File: src/design/floppy_regs_pkg.sv
package floppy_regs_pkg;
    localparam logic [9:0] ADDR_TAPE = 10'h3f3;
    localparam logic [9:0] ADDR_STATUS = 10'h3f4;
    localparam logic [9:0] ADDR_DATA = 10'h3f5;

    localparam logic [7:0] RATE_SEL_RESET = 8'h02;
    localparam int SWRST_BIT = 7;
    localparam int LOWPWR_BIT = 6;
    localparam int WRITE_DELAY_CODE_LSB = 2;
    localparam int WRITE_DELAY_CODE_MSB = 4;
    localparam int RATE_LSB = 0;
    localparam int RATE_MSB = 1;
    localparam logic [1:0] TAPE_RESET = 2'h0;

    localparam int ST_RQM = 7;
    localparam int ST_DIR = 6;
    localparam int ST_NONDMA = 5;
    localparam int ST_BUSY = 4;

    localparam logic [7:0] OE_ALL = 8'hff;
    localparam logic [7:0] OE_TAPE_NORMAL = 8'h03;
    localparam logic [7:0] OE_NONE = 8'h00;

    localparam logic [2:0] WRITE_DELAY_CODE_OFF = 3'h7;
    localparam logic [2:0] WRITE_DELAY_CODE_DEF = 3'h0;
    // delays in units of 10 ps
    localparam logic [14:0] DLY_0 = 15'h0000;
    localparam logic [14:0] DLY_1 = 15'h1047;
    localparam logic [14:0] DLY_2 = 15'h208e;
    localparam logic [14:0] DLY_3 = 15'h30d4;
    localparam logic [14:0] DLY_4 = 15'h411b;
    localparam logic [14:0] DLY_5 = 15'h5161;
    localparam logic [14:0] DLY_6 = 15'h61a8;

    localparam logic [1:0] RATE_1M = 2'h3;
    localparam logic [1:0] RATE_500K = 2'h0;
    localparam logic [1:0] RATE_300K = 2'h1;
    localparam logic [1:0] RATE_250K = 2'h2;
    localparam logic [1:0] OPT_STD = 2'h0;
    localparam logic [1:0] OPT_3MODE = 2'h1;
    localparam logic [1:0] OPT_2M = 2'h2;
    localparam logic [11:0] KBPS_2000 = 12'h7d0;
    localparam logic [11:0] KBPS_1000 = 12'h3e8;
    localparam logic [11:0] KBPS_500 = 12'h1f4;
    localparam logic [11:0] KBPS_300 = 12'h12c;
    localparam logic [11:0] KBPS_250 = 12'h0fa;
    localparam logic [11:0] KBPS_NONE = 12'h000;

    localparam int FIFO_DEPTH = 16;
    localparam int FIFO_AW = 4;
    localparam logic [4:0] FIFO_CAP_ON = 5'h10;
    localparam logic [4:0] FIFO_CAP_OFF = 5'h01;
    localparam logic [7:0] PAD_BYTE = 8'h00;
    localparam logic [7:0] TRACK_DEFAULT = 8'h00;

    typedef enum logic [1:0] {PH_IDLE, PH_CMD, PH_EXEC, PH_RESULT} phase_t;

    typedef struct packed {
        logic enhanced_mode_two;
        logic [7:0] drive_type_config;
        logic [1:0] boot_drive_config;
        logic [1:0] last_drive;
        logic drive_rate_option_hi;
        logic drive_rate_option_lo;
        logic density_polarity;
        logic polled_mode;
        logic config_control_wr;
        logic [1:0] config_control_rate;
        logic output_control_reset;
        logic configure_wr;
        logic configure_fifo_en;
        logic [3:0] configure_threshold;
        logic [7:0] configure_track;
    } cfg_in_t;

    typedef struct packed {
        logic [3:0] drive_seek_flag;
        logic go_exec;
        logic go_result;
        logic go_idle;
        logic exec_read;
        logic exec_done;
        logic disk_push;
        logic [7:0] disk_data;
        logic disk_pop;
        logic result_valid;
        logic [7:0] result_data;
        logic result_last;
    } core_in_t;

    typedef struct packed {
        logic cmd_byte_valid;
        logic [7:0] cmd_byte;
        logic [7:0] disk_data;
        logic fifo_empty;
        logic fifo_full;
        logic threshold_hit;
        logic xfer_error;
        logic result_take;
        logic soft_reset;
        logic low_power;
        logic fifo_on;
        logic [3:0] fifo_threshold;
        logic [7:0] write_delay_code_track;
    } core_out_t;
endpackage : floppy_regs_pkg

File: src/design/floppy_regs.sv
`timescale 1ns/1ps
// Contract
// - normal mode: tape bits 1:0 only, rest undriven
// - enhanced: bits 5:4 drive type by drive
// - enhanced: bits 3:2 are boot drive bits
// - enhanced: rate pins inputs into bits 7:6
// - rate follows latest rate or config write
// - hard reset loads 02h; soft reset keeps
// - bits 4:2 select precompensation delay
// - code 000 default 41.67 at 1M, else 125
// - precompensation start track, default zero, configurable
// - bit 6 low power; exits on access/reset
// - bit 7 self-clearing software reset
// - rate codes map to speed per option
// - density output high for fast rates, polarity
// - normal mode: rate pins copy rate bits
// - status readable anytime; host reads before bytes
// - status bits 3:0 show drive seeking
// - busy bit from first byte to end
// - bit 5 set in polled execution
// - bit 7 permits access, bit 6 direction
// - data port comes from reset FIFO-disabled
// - FIFO off in command, cleared at execution
// - overrun/underrun ends; write pads; read drains
module floppy_regs
    import floppy_regs_pkg::*;
(
    input wire logic clk_sys,
    input wire logic resetn,
    input wire logic [9:0] addr,
    input wire logic [7:0] wdata,
    input wire logic wr,
    input wire logic rd,
    output logic [7:0] rdata,
    output logic [7:0] rdata_oe,
    input wire cfg_in_t cfg,
    input wire core_in_t core_in,
    output core_out_t core_out,
    input wire logic rate_pin_low_in,
    output logic rate_pin_low_out,
    output logic rate_pin_low_oe,
    input wire logic rate_pin_high_in,
    output logic rate_pin_high_out,
    output logic rate_pin_high_oe,
    output logic density_select_out,
    output logic [1:0] rate_code,
    output logic [11:0] mfm_rate_kbps,
    output logic [11:0] fm_rate_kbps,
    output logic [2:0] write_delay_code,
    output logic [14:0] write_delay_code_delay
);
    function automatic logic [11:0] rate_kbps(input logic [1:0] code,
                                              input logic [1:0] opt);
        logic [11:0] r;
        r = KBPS_250;
        if (code == RATE_1M) begin
            r = KBPS_1000;
        end else if (code == RATE_500K) begin
            r = KBPS_500;
        end else if (code == RATE_300K) begin
            if (opt == OPT_3MODE) begin
                r = KBPS_500;
            end else if (opt == OPT_2M) begin
                r = KBPS_2000;
            end else begin
                r = KBPS_300;
            end
        end
        return r;
    endfunction : rate_kbps

    logic [1:0] tape_pick;
    logic [2:0] pin_low_sync;
    logic [2:0] pin_high_sync;
    logic [1:0] pin_level;
    logic low_power;
    logic soft_reset;
    logic fifo_on;
    logic [3:0] fifo_threshold;
    logic [7:0] write_delay_code_track;
    phase_t phase;
    logic exec_end;
    logic xfer_error;
    logic [7:0] fifo_mem [FIFO_DEPTH];
    logic [FIFO_AW-1:0] rd_ptr;
    logic [FIFO_AW-1:0] wr_ptr;
    logic [4:0] fifo_count;
    logic [7:0] cmd_byte;
    logic cmd_byte_valid;
    logic [7:0] next_rdata;
    logic [7:0] next_oe;
    logic [7:0] status;
    logic [7:0] tape_view;
    logic wr_tape, wr_rate, wr_data, rd_status, rd_data;
    logic fifo_empty, fifo_full, host_push, host_pop, core_push, core_pop;
    logic fifo_push, fifo_pop, host_transfer_permit, dir, result_take;
    logic [1:0] rate_opt;

    assign wr_tape = wr && (addr == ADDR_TAPE);
    assign wr_rate = wr && (addr == ADDR_STATUS);
    assign wr_data = wr && (addr == ADDR_DATA);
    assign rd_status = rd && (addr == ADDR_STATUS);
    assign rd_data = rd && (addr == ADDR_DATA);
    assign rate_opt = {cfg.drive_rate_option_hi, cfg.drive_rate_option_lo};

    // tape select bits
    always_ff @(posedge clk_sys or negedge resetn) begin
        if (!resetn) begin
            tape_pick <= TAPE_RESET;
        end else if (wr_tape) begin
            tape_pick <= wdata[1:0];
        end
    end

    // rate pins: no reset, so neither reset touches bits 7:6
    always_ff @(posedge clk_sys) begin
        pin_low_sync <= {pin_low_sync[1:0], rate_pin_low_in};
        pin_high_sync <= {pin_high_sync[1:0], rate_pin_high_in};
        if (pin_low_sync[1] == pin_low_sync[2]) begin
            pin_level[0] <= pin_low_sync[2];
        end
        if (pin_high_sync[1] == pin_high_sync[2]) begin
            pin_level[1] <= pin_high_sync[2];
        end
    end

    // rate select fields; soft reset leaves them alone
    always_ff @(posedge clk_sys or negedge resetn) begin
        if (!resetn) begin
            rate_code <= RATE_SEL_RESET[RATE_MSB:RATE_LSB];
            write_delay_code <= RATE_SEL_RESET[WRITE_DELAY_CODE_MSB:WRITE_DELAY_CODE_LSB];
        end else if (wr_rate) begin
            rate_code <= wdata[RATE_MSB:RATE_LSB];
            write_delay_code <= wdata[WRITE_DELAY_CODE_MSB:WRITE_DELAY_CODE_LSB];
        end else if (cfg.config_control_wr) begin
            rate_code <= cfg.config_control_rate;
        end
    end

    // self-clearing software reset pulse
    always_ff @(posedge clk_sys or negedge resetn) begin
        if (!resetn) begin
            soft_reset <= 1'b0;
        end else begin
            soft_reset <= (wr_rate && wdata[SWRST_BIT])
                          || cfg.output_control_reset;
        end
    end

    always_ff @(posedge clk_sys or negedge resetn) begin
        if (!resetn) begin
            low_power <= 1'b0;
        end else if (wr_rate && wdata[LOWPWR_BIT]) begin
            low_power <= 1'b1;
        end else if (soft_reset || rd_status || rd_data || wr_data) begin
            low_power <= 1'b0;
        end
    end

    // configure command settings
    always_ff @(posedge clk_sys or negedge resetn) begin
        if (!resetn) begin
            fifo_on <= 1'b0;
            fifo_threshold <= '0;
            write_delay_code_track <= TRACK_DEFAULT;
        end else if (soft_reset) begin
            fifo_on <= 1'b0;
            write_delay_code_track <= TRACK_DEFAULT;
        end else if (cfg.configure_wr) begin
            fifo_on <= cfg.configure_fifo_en;
            fifo_threshold <= cfg.configure_threshold;
            write_delay_code_track <= cfg.configure_track;
        end
    end

    // precompensation delay
    always_comb begin
        case (write_delay_code)
            WRITE_DELAY_CODE_OFF: write_delay_code_delay = DLY_0;
            3'h1: write_delay_code_delay = DLY_1;
            3'h2: write_delay_code_delay = DLY_2;
            3'h3: write_delay_code_delay = DLY_3;
            3'h4: write_delay_code_delay = DLY_4;
            3'h5: write_delay_code_delay = DLY_5;
            3'h6: write_delay_code_delay = DLY_6;
            default: write_delay_code_delay = (rate_code == RATE_1M) ? DLY_1 : DLY_3;
        endcase
    end

    assign mfm_rate_kbps = rate_kbps(rate_code, rate_opt);
    assign fm_rate_kbps = (mfm_rate_kbps >= KBPS_1000) ? KBPS_NONE
                          : (mfm_rate_kbps >> 1);
    // fast codes are 11 and 00
    assign density_select_out = ((rate_code == RATE_1M)
        || (rate_code == RATE_500K)) == cfg.density_polarity;
    assign rate_pin_low_out = rate_code[0];
    assign rate_pin_high_out = rate_code[1];
    assign rate_pin_low_oe = !cfg.enhanced_mode_two;
    assign rate_pin_high_oe = !cfg.enhanced_mode_two;

    // command phase tracking
    assign host_transfer_permit = (phase == PH_EXEC)
                 ? (core_in.exec_read ? !fifo_empty : !fifo_full)
                 : (phase == PH_RESULT) ? core_in.result_valid : 1'b1;
    assign dir = (phase == PH_RESULT)
                 || ((phase == PH_EXEC) && core_in.exec_read);
    assign result_take = rd_data && (phase == PH_RESULT)
                         && core_in.result_valid;

    always_ff @(posedge clk_sys or negedge resetn) begin
        if (!resetn) begin
            phase <= PH_IDLE;
        end else if (soft_reset) begin
            phase <= PH_IDLE;
        end else begin
            case (phase)
                PH_IDLE: begin
                    if (wr_data) begin
                        phase <= PH_CMD;
                    end
                end
                PH_CMD: begin
                    if (core_in.go_exec) begin
                        phase <= PH_EXEC;
                    end else if (core_in.go_result) begin
                        phase <= PH_RESULT;
                    end else if (core_in.go_idle) begin
                        phase <= PH_IDLE;
                    end
                end
                PH_EXEC: begin
                    if (exec_end && (!core_in.exec_read || fifo_empty)) begin
                        phase <= PH_RESULT;
                    end
                end
                default: begin
                    if (result_take && core_in.result_last) begin
                        phase <= PH_IDLE;
                    end
                end
            endcase
        end
    end

    // end of execution, by completion or by overrun/underrun
    always_ff @(posedge clk_sys or negedge resetn) begin
        if (!resetn) begin
            exec_end <= 1'b0;
            xfer_error <= 1'b0;
        end else begin
            xfer_error <= (phase == PH_EXEC) && !exec_end
                          && ((core_push && fifo_full)
                              || (core_pop && fifo_empty));
            if (phase != PH_EXEC) begin
                exec_end <= 1'b0;
            end else if (core_in.exec_done || xfer_error) begin
                exec_end <= 1'b1;
            end
        end
    end

    // data FIFO; one byte deep unless enabled by configure
    assign fifo_empty = (fifo_count == '0);
    assign fifo_full = fifo_count >= (fifo_on ? FIFO_CAP_ON : FIFO_CAP_OFF);
    assign host_push = wr_data && (phase == PH_EXEC) && !core_in.exec_read
                       && !exec_end;
    assign host_pop = rd_data && (phase == PH_EXEC) && core_in.exec_read;
    assign core_push = core_in.disk_push && core_in.exec_read;
    assign core_pop = core_in.disk_pop && !core_in.exec_read;
    assign fifo_push = (phase == PH_EXEC) && !exec_end && !fifo_full
                       && (host_push || core_push);
    assign fifo_pop = (phase == PH_EXEC) && !fifo_empty
                      && (host_pop || core_pop);

    always_ff @(posedge clk_sys) begin
        if (fifo_push) begin
            fifo_mem[wr_ptr] <= host_push ? wdata : core_in.disk_data;
        end
    end

    always_ff @(posedge clk_sys or negedge resetn) begin
        if (!resetn) begin
            rd_ptr <= '0;
            wr_ptr <= '0;
            fifo_count <= '0;
        end else if (soft_reset || (phase != PH_EXEC)) begin
            rd_ptr <= '0;
            wr_ptr <= '0;
            fifo_count <= '0;
        end else begin
            if (fifo_push) begin
                wr_ptr <= wr_ptr + 1'b1;
            end
            if (fifo_pop) begin
                rd_ptr <= rd_ptr + 1'b1;
            end
            fifo_count <= fifo_count + {4'h0, fifo_push}
                          - {4'h0, fifo_pop};
        end
    end

    // command bytes pass straight to the sequencer
    always_ff @(posedge clk_sys or negedge resetn) begin
        if (!resetn) begin
            cmd_byte_valid <= 1'b0;
            cmd_byte <= '0;
        end else begin
            cmd_byte_valid <= wr_data && ((phase == PH_IDLE)
                                          || (phase == PH_CMD));
            if (wr_data) begin
                cmd_byte <= wdata;
            end
        end
    end

    assign core_out.cmd_byte_valid = cmd_byte_valid;
    assign core_out.cmd_byte = cmd_byte;
    assign core_out.disk_data = fifo_empty ? PAD_BYTE
                                : fifo_mem[rd_ptr];
    assign core_out.fifo_empty = fifo_empty;
    assign core_out.fifo_full = fifo_full;
    assign core_out.threshold_hit = fifo_on
                                    && (fifo_count >= {1'b0, fifo_threshold});
    assign core_out.xfer_error = xfer_error;
    assign core_out.result_take = result_take;
    assign core_out.soft_reset = soft_reset;
    assign core_out.low_power = low_power;
    assign core_out.fifo_on = fifo_on;
    assign core_out.fifo_threshold = fifo_threshold;
    assign core_out.write_delay_code_track = write_delay_code_track;

    // register read path
    always_comb begin
        status = {4'h0, core_in.drive_seek_flag};
        status[ST_RQM] = host_transfer_permit;
        status[ST_DIR] = dir;
        status[ST_NONDMA] = cfg.polled_mode && (phase == PH_EXEC);
        status[ST_BUSY] = (phase != PH_IDLE);
        tape_view = {6'h00, tape_pick};
        if (cfg.enhanced_mode_two) begin
            tape_view[7:6] = {pin_level[1], pin_level[0]};
            tape_view[5:4] = cfg.drive_type_config[
                {cfg.last_drive, 1'b0} +: 2];
            tape_view[3:2] = cfg.boot_drive_config;
        end
        next_rdata = '0;
        next_oe = OE_NONE;
        if (rd && (addr == ADDR_TAPE)) begin
            next_rdata = tape_view;
            next_oe = cfg.enhanced_mode_two ? OE_ALL : OE_TAPE_NORMAL;
        end else if (rd_status) begin
            next_rdata = status;
            next_oe = OE_ALL;
        end else if (rd_data) begin
            next_oe = OE_ALL;
            if (phase == PH_RESULT) begin
                next_rdata = core_in.result_data;
            end else if (host_pop && !fifo_empty) begin
                next_rdata = fifo_mem[rd_ptr];
            end
        end
    end

    always_ff @(posedge clk_sys or negedge resetn) begin
        if (!resetn) begin
            rdata <= '0;
            rdata_oe <= OE_NONE;
        end else begin
            rdata <= next_rdata & next_oe;
            rdata_oe <= next_oe;
        end
    end
endmodule : floppy_regs

File: config.mk
export PLATFORM = sky130hd
export DESIGN_NAME = floppy_regs
export DESIGN_NICKNAME = d
export VERILOG_FILES = /design/src/design/floppy_regs_pkg.sv /design/src/design/floppy_regs.sv
export SDC_FILE = /design/constraint.sdc
export NUM_CORES = 1
export LEC_CHECK = 0
export ABC_AREA = 1
export BUFFER_PORTS_ARGS = -buffer_cell sky130_fd_sc_hd__buf_4
export CAP_MARGIN = 20
export CELL_PAD_IN_SITES_DETAIL_PLACEMENT = 0
export CELL_PAD_IN_SITES_GLOBAL_PLACEMENT = 1
export CORE_ASPECT_RATIO = 0.8
export CORE_MARGIN = 2
export CORE_UTILIZATION = 40
export DETAILED_ROUTE_END_ITERATION = 8
export MAX_ROUTING_LAYER = met4
export PLACE_DENSITY = 0.89
export SYNTH_ARGS = -nofsm -noshare
export SYNTH_HDL_FRONTEND = slang
export SYNTH_SLANG_ARGS = --single-unit
File: constraint.sdc
create_clock -name clk_sys -period 7.6 [get_ports clk_sys]
set_input_delay 0.76 -clock clk_sys [delete_from_list [all_inputs] [get_ports clk_sys]]
set_output_delay 0.76 -clock clk_sys [all_outputs]
set_load 0.005 [all_outputs]
==> results.py <==
metrics = {
    "status": {
        "outcome": "complete, no violations",
    },
    "worst_setup_path": {
        "reg2reg_depth": 16,
        "worst_path_largest_cell_delay_ps": 640,
        "crit_chain": "buf_4 -> inv_4 -> nor2_1 -> nor2_1 -> o21ai_0 -> o211ai_1 -> nand2_1 -> a21oi_1 -> buf_4",
        "cp-start-kind": "register",
        "cp-startpoint": "rd_ptr[0]",
        "crit_required_ps": 6840,
        "regToRegSetupSlack_ps": 4330,
        "cp-end-kind": "output pin",
        "rr_endpoint": "fifo_count[4]",
        "cpMaxStageDelayCell": "buf_4",
        "path_max_fanout": 80,
        "cp.arrival_ps": 2860,
        "path_delay_family": "buffers and inverters",
        "critPathBufInv": 3,
        "critical_path_class": "reg2out",
        "setup.worst_path.end": "core_out[22]",
        "r2r_start": "fifo_count[2]",
        "cp.depth": 9,
    },
    "power": {
        "vdd_drop_max_v": 0.000151,
        "static-leakage-power_uw": 0.00519,
        "total_power_uw": 2280,
        "cellPowerDensity_nw_per_um2": 198,
    },
    "placement": {
        "io_buffers": 180,
        "gp_congestion": 0.867,
        "dpl_cell_area_um2": 10900,
        "dp_hpwl_mm": 18.0,
        "dp.cells": 1471,
    },
    "floorplanning": {
        "rows": 50,
        "start_util": 0.408,
        "die_x_um": 177,
        "core_area_um2": 23400,
        "die_area_um2": 25100,
        "pin_count": 190,
        "dieHeight_um": 142,
    },
    "layout": {
        "fill_cells": 2189,
        "stdcell_area_um2": 11500,
        "layout-drive-gt1-share": 0.223,
        "layout.cells.non_filler": 1503,
        "diodes": 0,
        "nets": 1292,
        "syn2layout_area_growth_pct": 20.8,
    },
    "grt": {
        "grt_usage": 0.201,
        "antenna_found_initial": 0,
        "grt_max_degree": 81,
        "grt_pass1_wl_mm": 37.7,
        "grt_overflow": 0,
        "grt_pass1_vias": 6940,
    },
    "timing": {
        "skew_ps": 11.3,
        "setup_violations": 0,
        "worst_pin_slew_ps": 875,
        "min_period_ps": 3620,
        "tns_ps": 0,
        "slew_headroom": 0.416,
        "hold_viol": 0,
        "fmax_ghz": 0.277,
        "slew_violations": 0,
        "finalCritPeriodShare": 0.476,
        "rsz0062_at_grt": "no",
        "hold_slack_ps": 332,
    },
    "min_path": {
        "hold_class": "reg2reg",
        "hold_depth": 0,
    },
    "clock_network": {
        "clk_pin_slew_ps": 80,
        "cts_max_level": 4,
        "cts.path.max_buffers": 2,
        "cts_tree": "built",
        "cts_root_buf": "clkbuf_16",
        "clkSinkCount": 194,
        "clk_latency_ps": 440,
        "post_cts_resized": 0,
        "postCtsSetupRepairBufs": 0,
        "cts_made_buffers": 17,
        "cts-hold-fix-buffers": 0,
    },
    "route": {
        "drc": 0,
        "first_pass_iters": 6,
        "wl_per_cell_um": 16.4,
        "drtIter0Drc": 690,
        "vias_per_cell": 4.91,
        "routed_wl_mm": 24.6,
        "ant_nets": 0,
        "vias": 7378,
    },
    "synth": {
        "synth_area_um2": 9540,
        "yosysWarnings": 0,
        "synth-main-ff-cell": "edfxtp_1",
        "synth_top_family_by_area": "simple AND/OR/NAND/NOR gates",
        "synth-compound-area-share": 0.0713,
        "yosysSeqAreaShare": 0.574,
        "muxShareOfSynthArea": 0.00118,
        "yosys.area_share.simple": 0.217,
        "synth.avg_cell_area_um2": 9.29,
        "synthXorXnorAreaFrac": 0.00826,
        "ys_ff_latch": 194,
        "synth-edff-count": 130,
        "synthCells": 1027,
        "async_flop_share": 0.299,
        "synthAdderAreaFrac": 0.0349,
        "synth.distinct_cells": 48,
    },
    "run": {
        "drv_cap": 0,
    },
}
-- power by group --
group / internal, uW / total [uW] / switching (uW)
clock: 443 / 895 / 452
combinational: 95.8 / 223 / 127
sequential: 1150 / 1160 / 16.0
total: 1690 / 2280 / 595
-- sequential cells by signal, summed over array words and instances (netlist names), 2 cells and up --
signal / flops
rdata_oe: 2
phase: 2
fifo_count: 5
cmd_byte: 8
tape_pick: 2
write_delay_code: 3
rd_ptr: 4
pin_high_sync: 3
wr_ptr: 4
rdata: 8
fifo_mem: 128
pin_low_sync: 3
write_delay_code_track: 8
rate_code: 2
fifo_threshold: 4
pin_level: 2
-- cell type report --
type                    instances  area, um^2  share of cell area
flip-flops and latches        194        5480               0.475
repair buffers                189        1420               0.123
multi-input cells             658        3210               0.278
clock inverters                15         161              0.0140
well taps                     312         390              0.0339
inverters                     118         447              0.0387
clock buffers                  17         425              0.0369
-- layer usage --
layer / routed length [um] / vias up / global-route usage / share of wire
met5: 0 / - / - / 0
met4: 291 / 0 / 0.0405 / 0.012
met3: 1770 / 23 / 0.0449 / 0.072
met2: 11300 / 240 / 0.296 / 0.46
met1: 11200 / 3526 / 0.286 / 0.46
li1: - / 3589 / - / -
-- worst min path at each step --
stage / start / to / slack [ps]
2_1_floorplan: pin_high_sync[0] / pin_high_sync[1] / 310
4_1_cts: pin_high_sync[0] / pin_high_sync[1] / 330
6_report: pin_high_sync[0] / pin_high_sync[1] / 330
3_3_place_gp: pin_high_sync[0] / pin_high_sync[1] / 310
5_1_grt: pin_low_sync[0] / pin_low_sync[1] / 350
3_5_place_dp: pin_high_sync[0] / pin_high_sync[1] / 310
-- Yosys cell counts (4+ instances only) --
master,n,share of area
nor2_1,115,0.045
xnor2_1,4,0.0037
inv_2,9,0.0035
buf_4,36,0.028
nand2_1,276,0.11
xor2_1,5,0.0046
edfxtp_1,130,0.41
a21oi_2,6,0.0055
nand2_2,11,0.0072
clkbuf_1,7,0.0028
inv_1,106,0.042
ha_1,25,0.033
dfrtp_1,57,0.15
dfxtp_1,6,0.013
nor3_1,6,0.0031
nand4_1,4,0.0026
a21oi_1,36,0.019
buf_6,6,0.0071
o21ai_0,54,0.028
nand3_1,66,0.035
o21ai_1,9,0.0047
buf_2,15,0.0079
-- placed cells by master (no fill, tap or decap), types with 4 or more instances in the layout --
master	n
nand2_1	276
buf_4	189
edfxtp_1	130
nor2_1	115
inv_1	106
nand3_1	66
dfrtp_1	56
o21ai_0	54
a21oi_1	36
ha_1	25
clkbuf_16	17
nand2_2	11
inv_2	9
o21ai_1	9
conb_1	9
nor3_1	6
a21oi_2	6
dfxtp_1	6
xor2_1	5
inv_8	5
nand4_1	4
xnor2_1	4
-- metrics by stage --
step | util | worst slack, ps
2_1_floorplan | - | 4720
3_3_place_gp | 0.468 | 3800
3_5_place_dp | 0.468 | 3660
4_1_cts | 0.493 | 4010
5_1_grt | 0.493 | 3770
6_report | 0.493 | 3980
-- cell families (layout without fill, tap and decap cells) --
| logic type | count (synthesis) | after routing |
|---|---|---|
| flops | 194 | 194 |
| other cells | 1 | 9 |
| xor+xnor | 9 | 9 |
| mux | 1 | 1 |
| fa+ha+maj | 26 | 26 |
| compound gates | 122 | 122 |
| simple gates | 491 | 491 |
| buf+inv | 183 | 339 |
Power figures use the tool's default switching activity.
